[src/fvg_pkg.sv]
package fvg_pkg;

    // ------------------------------------------------------------
    // Register addresses on the CPU bus.
    // ------------------------------------------------------------
    localparam logic [15:0] CTRL_ADDR = 16'hff80;
    localparam logic [15:0] EBLK_A_ADDR = 16'hff82;
    localparam logic [15:0] EBLK_B_ADDR = 16'hff83;

    // ------------------------------------------------------------
    // Control register layout and values.
    // ------------------------------------------------------------
    localparam int CTRL_SUPPLY_BIT = 7;
    localparam int CTRL_ERASE_BIT = 1;
    localparam int CTRL_PROG_BIT = 0;
    localparam logic [7:0] CTRL_RESET = 8'h80;
    localparam logic [7:0] RESERVED_READ = 8'hff;
    localparam logic [7:0] EBLK_RESET = 8'h00;

    // ------------------------------------------------------------
    // Programmer address space.
    // ------------------------------------------------------------
    localparam int PROG_ADDR_W = 17;
    localparam int ARRAY_BYTES_DEF = 32768;

    // ------------------------------------------------------------
    // Bundled CPU bus request.
    // ------------------------------------------------------------
    typedef struct packed {
        logic [15:0] addr;
        logic wr;
        logic rd;
        logic [7:0] wdata;
    } fvg_cpu_req_t;

endpackage

[src/fvg_flash_gate.sv]
`timescale 1ns/1ps

// What this block does
// - Control and erase registers reachable only with high supply.
// - With high supply, control reads/writes; reset 80h.
// - Without high supply, control ignores writes, reads FFh.
// - Flag follows supply threshold comparator, not software.
// - Flag set permits writes before full voltage.
// - Flash reads unreliable during supply transition.
// - Programmer addresses above array read FFh.
// - Program bit held set defines programming pulse.
module fvg_flash_gate #(
    parameter int ARRAY_BYTES = fvg_pkg::ARRAY_BYTES_DEF
) (
    input wire logic clock,
    input wire logic rst,
    input wire fvg_pkg::fvg_cpu_req_t cpu_req,
    output logic [7:0] cpu_rdata,
    output logic cpu_rvalid,
    input wire logic program_supply_pin_high,
    output logic supply_high_flag,
    output logic flash_read_hold,
    output logic flash_prog_pulse,
    output logic flash_erase_pulse,
    output logic [7:0] erase_block_select_a,
    output logic [7:0] erase_block_select_b,
    input wire logic [fvg_pkg::PROG_ADDR_W-1:0] prog_addr,
    input wire logic prog_rd,
    input wire logic [7:0] array_rdata,
    output logic [7:0] prog_rdata
);

    // Refuse an array size that the programmer space cannot hold.
    if (ARRAY_BYTES < 1
        || ARRAY_BYTES > (1 << fvg_pkg::PROG_ADDR_W)) begin : g_bad_size
        $error("ARRAY_BYTES does not fit the programmer space.");
    end

    // ------------------------------------------------------------
    // Supply comparator synchroniser and flag.
    // ------------------------------------------------------------
    logic sync1_reg;
    logic sync2_reg;
    logic sync3_reg;
    logic flag_reg;
    logic hold_reg;

    // Three stages; the flag moves only when stages two and three agree.
    always_ff @(posedge clock) begin
        if (rst) begin
            sync1_reg <= 1'b0;
            sync2_reg <= 1'b0;
            sync3_reg <= 1'b0;
        end else begin
            sync1_reg <= program_supply_pin_high;
            sync2_reg <= sync1_reg;
            sync3_reg <= sync2_reg;
        end
    end

    // The flag tracks the comparator alone; software cannot touch it.
    always_ff @(posedge clock) begin
        if (rst) begin
            flag_reg <= 1'b0;
        end else if (sync2_reg == sync3_reg) begin
            flag_reg <= sync3_reg;
        end
    end

    // Flash reads are flagged unsafe while the supply is moving.
    always_ff @(posedge clock) begin
        if (rst) begin
            hold_reg <= 1'b0;
        end else begin
            hold_reg <= (sync2_reg != sync3_reg) || (sync3_reg != flag_reg);
        end
    end

    // ------------------------------------------------------------
    // Register file, gated by the flag of the current cycle.
    // ------------------------------------------------------------
    logic prog_reg;
    logic erase_reg;
    logic [7:0] eblk_a_reg;
    logic [7:0] eblk_b_reg;
    logic wr_ctrl;
    logic wr_eblk_a;
    logic wr_eblk_b;

    // Writes land only while the flag is set, even below full voltage.
    assign wr_ctrl = cpu_req.wr && cpu_req.addr == fvg_pkg::CTRL_ADDR
        && flag_reg;
    assign wr_eblk_a = cpu_req.wr && cpu_req.addr == fvg_pkg::EBLK_A_ADDR
        && flag_reg;
    assign wr_eblk_b = cpu_req.wr && cpu_req.addr == fvg_pkg::EBLK_B_ADDR
        && flag_reg;

    // Pulse bits drop with the flag so a lost supply stops any pulse.
    always_ff @(posedge clock) begin
        if (rst || !flag_reg) begin
            prog_reg <= fvg_pkg::CTRL_RESET[fvg_pkg::CTRL_PROG_BIT];
            erase_reg <= fvg_pkg::CTRL_RESET[fvg_pkg::CTRL_ERASE_BIT];
        end else if (wr_ctrl) begin
            prog_reg <= cpu_req.wdata[fvg_pkg::CTRL_PROG_BIT];
            erase_reg <= cpu_req.wdata[fvg_pkg::CTRL_ERASE_BIT];
        end
    end

    // Erase block selections.
    always_ff @(posedge clock) begin
        if (rst) begin
            eblk_a_reg <= fvg_pkg::EBLK_RESET;
            eblk_b_reg <= fvg_pkg::EBLK_RESET;
        end else begin
            if (wr_eblk_a) begin
                eblk_a_reg <= cpu_req.wdata;
            end
            if (wr_eblk_b) begin
                eblk_b_reg <= cpu_req.wdata;
            end
        end
    end

    // ------------------------------------------------------------
    // CPU read path, one cycle after the read strobe.
    // ------------------------------------------------------------
    logic [7:0] rdata_reg;
    logic [7:0] rdata_next;
    logic rvalid_reg;

    // Without the flag every address of the block is a reserved byte.
    always_comb begin
        rdata_next = fvg_pkg::RESERVED_READ;
        if (flag_reg) begin
            case (cpu_req.addr)
                fvg_pkg::CTRL_ADDR: begin
                    rdata_next = 8'h00;
                    rdata_next[fvg_pkg::CTRL_SUPPLY_BIT] = 1'b1;
                    rdata_next[fvg_pkg::CTRL_ERASE_BIT] = erase_reg;
                    rdata_next[fvg_pkg::CTRL_PROG_BIT] = prog_reg;
                end
                fvg_pkg::EBLK_A_ADDR: begin
                    rdata_next = eblk_a_reg;
                end
                fvg_pkg::EBLK_B_ADDR: begin
                    rdata_next = eblk_b_reg;
                end
                default: begin
                    rdata_next = fvg_pkg::RESERVED_READ;
                end
            endcase
        end
    end

    // Latch the answer and mark it valid for one cycle.
    always_ff @(posedge clock) begin
        if (rst) begin
            rdata_reg <= 8'h00;
            rvalid_reg <= 1'b0;
        end else begin
            rvalid_reg <= cpu_req.rd;
            if (cpu_req.rd) begin
                rdata_reg <= rdata_next;
            end
        end
    end

    // ------------------------------------------------------------
    // Pulse outputs and programmer read path.
    // ------------------------------------------------------------
    logic prog_pulse_reg;
    logic erase_pulse_reg;
    logic [7:0] prog_rdata_reg;

    // The array programs only while the program bit stays set.
    always_ff @(posedge clock) begin
        if (rst) begin
            prog_pulse_reg <= 1'b0;
            erase_pulse_reg <= 1'b0;
        end else begin
            prog_pulse_reg <= prog_reg && flag_reg;
            erase_pulse_reg <= erase_reg && flag_reg;
        end
    end

    // Space above the implemented array reads as erased bytes.
    always_ff @(posedge clock) begin
        if (rst) begin
            prog_rdata_reg <= fvg_pkg::RESERVED_READ;
        end else if (prog_rd) begin
            if (32'(prog_addr) >= ARRAY_BYTES) begin
                prog_rdata_reg <= fvg_pkg::RESERVED_READ;
            end else begin
                prog_rdata_reg <= array_rdata;
            end
        end
    end

    assign cpu_rdata = rdata_reg;
    assign cpu_rvalid = rvalid_reg;
    assign supply_high_flag = flag_reg;
    assign flash_read_hold = hold_reg;
    assign flash_prog_pulse = prog_pulse_reg;
    assign flash_erase_pulse = erase_pulse_reg;
    assign erase_block_select_a = eblk_a_reg;
    assign erase_block_select_b = eblk_b_reg;
    assign prog_rdata = prog_rdata_reg;
endmodule

[config.mk]
export PLATFORM = sky130hd
export DESIGN_NAME = fvg_flash_gate
export DESIGN_NICKNAME = d
export VERILOG_FILES = /design/src/fvg_pkg.sv /design/src/fvg_flash_gate.sv
export SDC_FILE = /design/constraint.sdc
export NUM_CORES = 1
export LEC_CHECK = 0
export BUFFER_PORTS_ARGS = -buffer_cell sky130_fd_sc_hd__buf_2
export CORE_MARGIN = 3
export CORE_UTILIZATION = 25
export DETAILED_ROUTE_END_ITERATION = 6
export SLEW_MARGIN = 25
export SYNTH_ARGS = -nofsm -noshare
export SYNTH_HDL_FRONTEND = slang
export SYNTH_SLANG_ARGS = --single-unit
export TNS_END_PERCENT = 1
[constraint.sdc]
create_clock -name clock -period 2.31 [get_ports clock]
set_input_delay 0.462 -clock clock [delete_from_list [all_inputs] [get_ports clock]]
set_output_delay 0.462 -clock clock [all_outputs]
set_load 0.05 [all_outputs]
* Word level (Yosys, flattened, before mapping)
Index checks and enable logic that the tools add are counted.
Word-level totals: register bits 42, input port bits 55, output and inout bits 37, logic and storage cells 35
Operators by class: order comparisons 1, equal/unequal tests 6, muxes and demuxes 3, reduce and logical (&&, ||, !) cells 11
Operators by type and width (number):
- equality test 16 bit, second input constant | 3
- one-hot mux 8 bit (3 select lines) | 1
- greater-or-equal comparator 17 x 16 -> 1 bit, second input constant | 1
- two-way mux 8 bit | 2
- logical AND 1 bit | 8
- logical OR 1 bit | 2
- inequality test 1 bit | 2
- equality test 1 bit | 1
- logical NOT 1 bit | 1

* Longest topological paths before layout
Gate-level depths: netlist (run 1).
depth in word-level cells 3, gate-level depth with buffers 6, gate-level depth less buffers 4

* Least setup slack after synthesis (run 1)
Ideal clock, no wire load.
kind input port to flip-flop, start point input port cpu_req[13] in the netlist's numbering, end point register eblk_a_reg[0] (netlist: erase_block_select_a[0]), setup time 0.132 ns, arrival 1.790 ns, data required time 2.178 ns, path slack 0.388 ns, cell stages on the path 5, path buffers 1, cells stage by stage or4_4 -> or4_1 -> buf_2 -> o21ai_1 -> a21oi_1
Between the ends: word-level cells in the longest chain between the ends 3
RTL lines:
- from (decl) | line fvg_flash_gate.sv:17 | input wire fvg_pkg::fvg_cpu_req_t cpu_req,
- equality test 16 bit | line fvg_flash_gate.sv:93 | assign wr_eblk_a = cpu_req.wr && cpu_req.addr == fvg_pkg::EBLK_A_ADDR
- logical AND 1 bit | line fvg_flash_gate.sv:93
- logical AND 1 bit | line fvg_flash_gate.sv:94 | && flag_reg;
- to (signal assigned) | line fvg_flash_gate.sv:112 | eblk_a_reg <= fvg_pkg::EBLK_RESET;
- to (signal assigned) | line fvg_flash_gate.sv:116 | eblk_a_reg <= cpu_req.wdata;
- to (decl) | line fvg_flash_gate.sv:84 | logic [7:0] eblk_a_reg;
Every way passes these cells. A chain may end at the register's enable or synchronous reset.

* Final worst setup path (run 1)
start point input port cpu_req[13] in the netlist's numbering, end point register rdata_reg[6] (netlist: cpu_rdata[6])
Between the ends: word-level cells in the longest chain between the ends 3, elaborated cells between the ends (all ways) 5, classes of those cells 3 x eq/ne; 2 x mux
RTL lines:
- equality test 16 bit | line fvg_flash_gate.sv:135 | case (cpu_req.addr)
- one-hot mux 8 bit (3 select lines) * | line fvg_flash_gate.sv:135
- two-way mux 8 bit * | line fvg_flash_gate.sv:134 | if (flag_reg) begin
- to (signal assigned) | line fvg_flash_gate.sv:163 | rdata_reg <= rdata_next;
- to (decl) | line fvg_flash_gate.sv:127 | logic [7:0] rdata_reg;
Mark *: on every way between the ends. The rest lies on a longest branch, timed or not.

==> results of run 1 <==
-- worst reg2reg max path: cells and delay by family (launching register included) --
kind | cells | cell delay, ps
AOI/OAI and AO/OA | 1 | 170
and+or+nand+nor | 3 | 780
DFF | 1 | 550
-- per-layer routing --
| metal | wire (um) | track usage [%] | up-vias |
|---|---|---|---|
| met5 | 0 | 0 | - |
| met2 | 2360 | 19.3 | 47 |
| met3 | 283 | 2.87 | 6 |
| li1 | - | - | 851 |
| met1 | 2320 | 15.8 | 789 |
| met4 | 74 | 4.08 | 0 |
-- power by group through the flow --
stage               Combinational (mW)  Sequential [mW]  Clock (mW)
global placement                 0.177            0.765           0
global route                     0.191            0.751       0.543
floorplan                       0.0592            0.817           0
CTS                              0.179            0.748       0.511
detailed placement               0.179            0.765           0
finish                           0.177            0.748       0.499
-- cells in the final DEF (no fill, tap or decap), types with 2 or more instances in the layout --
cell type / n
mux2i_1: 10
a211oi_2: 2
o22a_1: 2
clkbuf_8: 6
o21ai_1: 8
nand2b_1: 26
nor2b_1: 4
buf_2: 76
dfxtp_1: 42
nand4_1: 11
nor2_1: 11
nand2_1: 4
a21oi_1: 9
nand3b_1: 10
a211oi_1: 6
mux2_2: 5
o21ai_0: 9
buf_4: 5
nor3_1: 2
nand3_1: 5
and3b_1: 4
o2bb2ai_1: 2
nand2_2: 2
-- path summary, 6_finish.rpt --
path	from	to	slack, ps	depth (start not counted)
min	program_supply_pin_high	sync1_reg	370	2
min reg2reg	sync1_reg	sync2_reg	440	1
max reg2reg	supply_high_flag	erase_block_select_a[4]	740	4
max	cpu_req[13]	cpu_rdata[6]	370	5
-- logic make-up (layout without fill, tap and decap cells) --
group | Yosys count | after routing | synth area share (%)
buf+inv | 16 | 91 | 4.32
flops | 42 | 42 | 45.3
simple gates | 84 | 84 | 28.2
compound gates | 40 | 40 | 13.8
mux | 15 | 15 | 8.43
-- per-stage QoR --
stage	cells	utilization, %
4_1_cts	368	34.8
3_3_place_gp	360	33.5
3_5_place_dp	360	33.5
2_1_floorplan	197	-
6_report	368	34.8
5_1_grt	368	34.8
-- cell type report --
type / count / area (um^2) / area share (%)
Multi-Input combinational cell: 139 / 935 / 38.4
Sequential cell: 42 / 841 / 34.6
Timing Repair Buffer: 82 / 438 / 18.0
Tap cell: 96 / 120 / 4.94
Clock buffer: 6 / 82.6 / 3.40
Clock inverter: 2 / 12.5 / 0.514
Inverter: 1 / 3.75 / 0.154
==> run_results.csv, run 1 <==
group,metric,value,unit
timing,worst_slack,370,ps
critical_path,required,2480,ps
placement,gp_congestion,0.797,
power_and_ir_drop,power.leakage,1.03,nW
synthesis,netlist_top_cells_area,"dfxtp_1 (45%), nand2b_1 (8.8%), mux2i_1 (5.4%), nand3b_1 (4.0%), nand4_1 (3.7%)",
synthesis,async_reset_ff_share,0,%
critical_path,critPathArrivalTime,2110,ps
timing,fmax,516,MHz
critical_path,crit_type,"input pin to flop",
power_and_ir_drop,seqPwrFrac,52.5,%
floorplan,rows,30,
global_route,grt_pass1_vias,1573,
synthesis,synthTopCellsByCount,"dfxtp_1 (42), nand2b_1 (26), clkbuf_1 (11), nand4_1 (11), nor2_1 (11)",
route,drc,0,
global_route,antenna_found_initial,0,
synthesis,syn_nets,252,
timing,post-route-period-util,84.0,%
route,wl,5030,um
timing,finClkSkew,7.55,ps
floorplan,io_pins,92,
floorplan,die_area,8490,um^2
power_and_ir_drop,switchingPower,0.380,mW
timing,finalSetupViolCount,0,
clocking,clockRootBuffer,"clkbuf_8",
global_route,grt_use_total,12.0,%
synthesis,ys.flop_type,"dfxtp_1",
clocking,cts_buffers,5,
synthesis,synth_most_common_cell,"dfxtp_1",
route,drt_iter0_drc,84,
finish,nNetsFinal,326,
power_and_ir_drop,p_sw_share,26.7,%
route,drtPass1Iterations,4,
global_route,grt_max_degree,22,
finish,syn_to_final_growth,31.1,%
floorplan,dieWidth,92.2,um
finish,final_cell_area,2430,um^2
synthesis,synth-edff-count,0,
clocking,cts_max_path_buffers,2,
synthesis,synth_top_area_share,45.3,%
synthesis,yosys.cell_types.count,32,
clocking,ctsResizeCount,0,
run,drv_cap,0,
power_and_ir_drop,powerDensity,585,nW/um^2
clocking,clock_sinks,42,
status,status,"finished clean",
clocking,clock_latency,300,ps
placement,port_buffers,76,
synthesis,ys_seq_elements,42,
placement,place_area,2340,um^2
power_and_ir_drop,p_int,1.04,mW
global_route,grt_pass1_wl,8130,um
placement,dp_hpwl,3780,um
synthesis,yosysSeqAreaShare,45.3,%
placement,pre_cts_ws,48.8,ps
critical_path,cp-end-kind,"flop",
critical_path,path_delay_family,"simple AND/OR/NAND/NOR gates",
critical_path,crit_chain,"buf_2 > or4_4 > nor4_4 > o2111a_1 > a211oi_1",
critical_path,critical_path.startpoint_type,"input pin",
finish,fill_cells,748,
global_route,grt-ovfl-total,0,
synthesis,yosys_warnings,0,
timing,rsz0062_at_grt,"no",
min_path,hold_class,"input pin to flop",
timing,slew_headroom,58.5,%
clocking,htreeDepth,2,
floorplan,die_h,92.2,um
synthesis,syn_inst,197,
clocking,post-cts-setup-buffers,0,
clocking,cts_tree,"built",
route,vias,1693,
power_and_ir_drop,clockPowerShare,35.0,%
route,antenna_left,0,
power_and_ir_drop,comb_power_share,12.4,%
timing,final_max_slew_viol_count,0,
timing,finalSetupTns,0,ps
finish,antenna_cells,0,
synthesis,syn_area,1860,um^2
route,vias_per_cell,4.60,
timing,finalHoldViolCount,0,
critical_path,slowest_stage,"or4_4",
critical_path,slowest_delay,550,ps
timing,timing.final.crit_period,1940,ps
clocking,clk_pin_slew,80,ps
critical_path,worst-path-buf-inv,1,
power_and_ir_drop,vdd_drop_max,0.190,mV
synthesis,synth_top_area_cell,"dfxtp_1",
timing,worst_pin_slew,621,ps
synthesis,syn_area_per_cell,9.42,um^2
floorplan,start_util,26.6,%
clocking,ctsHoldBuffers,0,
timing,whs,370,ps
route,wl_per_cell,13.7,um
critical_path,crit_fanout,8,
floorplan,core-area,6980,um^2
power_and_ir_drop,finalPower,1.42,mW
finish,drive_gt1_share,37.1,%
Note: power is estimated with default switching activity, not from simulation.
==> run 2, diff against run 1 <==
Clock period 2.31 ns to 1.6 ns, I/O delays scaled along.
==> run 2 against run 1 <==
First-iteration DRC count shrank 15%. Flip-flop and latch count is the same. Clock power grew 69%. Hold slack lost 140 ps. Critical path depth grew 1. Utilization grew 1.6 points. Final cell count grew 1.6%. Combinational power grew 51%. Power grew 54%. Clock skew shrank 4.4 ps. Final area grew 4.5%. Clock-buffer cell count shrank 1. Critical path type unchanged. Critical endpoint is now cpu_rdata[5]. Largest power group unchanged. Highest routed layer unchanged.
==> run_results.csv, run 2 (synthesis gave the netlist of run 1 again) <==
group,metric,value,unit
status,status,"finished clean",
finish,antenna_cells,0,
finish,nNetsFinal,332,
timing,finalSetupViolCount,0,
floorplan,io_pins,92,
floorplan,die_h,92.2,um
critical_path,required,1810,ps
global_route,grt-ovfl-total,0,
finish,final_cell_mix,"buf_2 (74), dfxtp_1 (42), nand2b_1 (26)",
floorplan,start_util,26.6,%
floorplan,core-area,6980,um^2
critical_path,crit_type,"input pin to flop",
clocking,cts_max_path_buffers,2,
global_route,grt_use_total,12.0,%
run,drv_cap,0,
placement,place_area,2390,um^2
timing,fmax,637,MHz
global_route,grt_max_degree,30,
critical_path,critical_path.startpoint_type,"input pin",
clocking,clockRootBuffer,"clkbuf_8",
power_and_ir_drop,powerDensity,862,nW/um^2
clocking,post-cts-setup-buffers,0,
placement,dp_hpwl,3750,um
finish,final_cell_area,2540,um^2
placement,gp_congestion,0.748,
clocking,cts_buffers,5,
power_and_ir_drop,finalPower,2.19,mW
clocking,cts_tree,"built",
global_route,antenna_found_initial,0,
timing,post-route-period-util,98.2,%
timing,finalHoldViolCount,0,
route,drtPass1Iterations,4,
floorplan,rows,30,
route,vias_per_cell,4.65,
route,wl_per_cell,13.6,um
route,antenna_left,0,
clocking,clock_sinks,42,
power_and_ir_drop,vdd_drop_max,0.322,mV
clocking,htreeDepth,2,
timing,finClkSkew,3.16,ps
clocking,clk_pin_slew,80,ps
placement,pre_cts_ws,-369,ps
critical_path,cp-end-kind,"flop",
timing,final_max_slew_viol_count,0,
timing,slew_headroom,64.9,%
min_path,hold_class,"input pin to flop",
finish,syn_to_final_growth,37.0,%
global_route,grt_pass1_wl,8120,um
clocking,clock_latency,290,ps
power_and_ir_drop,power.leakage,1.07,nW
floorplan,die_area,8490,um^2
finish,drive_gt1_share,40.6,%
route,wl,5100,um
timing,finalSetupTns,0,ps
route,vias,1739,
route,drt_iter0_drc,71,
finish,layout_commonest_cell,"buf_2",
min_path,min_path_cells,2,
timing,worst_slack,29.5,ps
placement,port_buffers,76,
clocking,ctsHoldBuffers,0,
global_route,grt_pass1_vias,1636,
floorplan,dieWidth,92.2,um
critical_path,crit_fanout,9,
finish,fill_cells,765,
timing,rsz0062_at_grt,"yes",
timing,timing.final.crit_period,1570,ps
critical_path,ff2ff_path_depth,5,
route,drc,0,
critical_path,critPathArrivalTime,1780,ps
timing,worst_pin_slew,524,ps
finish,finalCoreUtilization,36.4,%
run 2: cell count changes in the layout (fill, tap and decap cells not counted), sizes merged:
cell and delta:
clkinvlp +1, buf +6, bufinv +1, clkbuf -1, clkinv -1
run 2: worst max-delay path, cell delays in order:
cell and delay, ps:
buf_6 90, or4_4 540, nor4_4 270, buf_4 240, nand3_1 80, a211oi_1 240
run 2: cell type report:
type	instances	area [um^2]	area share (%)
inverter	1	3.75	0.148
multi-input combinational	139	963	37.9
tap	96	120	4.73
timing repair buffer	88	499	19.6
sequential	42	841	33.1
clock buffer	5	68.8	2.71
clock inverter	3	45.0	1.77
run 2: worst paths after layout:
| check | slack [ps] | endpoint | startpoint |
|---|---|---|---|
| setup / recovery | 30 | cpu_rdata[5] | cpu_req[13] |
| hold / removal | 230 | sync1_reg | program_supply_pin_high |
| setup reg to reg | 410 | erase_block_select_a[6] | supply_high_flag |
| hold reg to reg | 450 | sync2_reg | sync1_reg |
run 2: what timing repair did:
action | CTS | global route
pin swaps | 1 | 4
setup endpoints to repair | 16 | 17
resized for setup | 0 | 8
run 2: metal layers:
layer | global-route usage (%) | vias to the layer above | wire length, um
met5 | 0 | - | 0
met3 | 3.28 | 13 | 267
met2 | 18.4 | 68 | 2340
met1 | 15.7 | 795 | 2370
li1 | - | 863 | -
met4 | 5.32 | 0 | 121
run 2: per-stage QoR:
stage               cells  hold WS (ps)
finish                374           233
global route          374           220
CTS                   374           222
detailed placement    366           431
global placement      366           418
floorplan             197           414
run 2: where the power goes:
part           switching [mW]  leakage [nW]  internal [mW]
registers              0.0113         0.343           1.07
clock network           0.377        0.0504          0.464
logic                   0.168         0.682         0.0998
total                   0.557          1.07           1.63
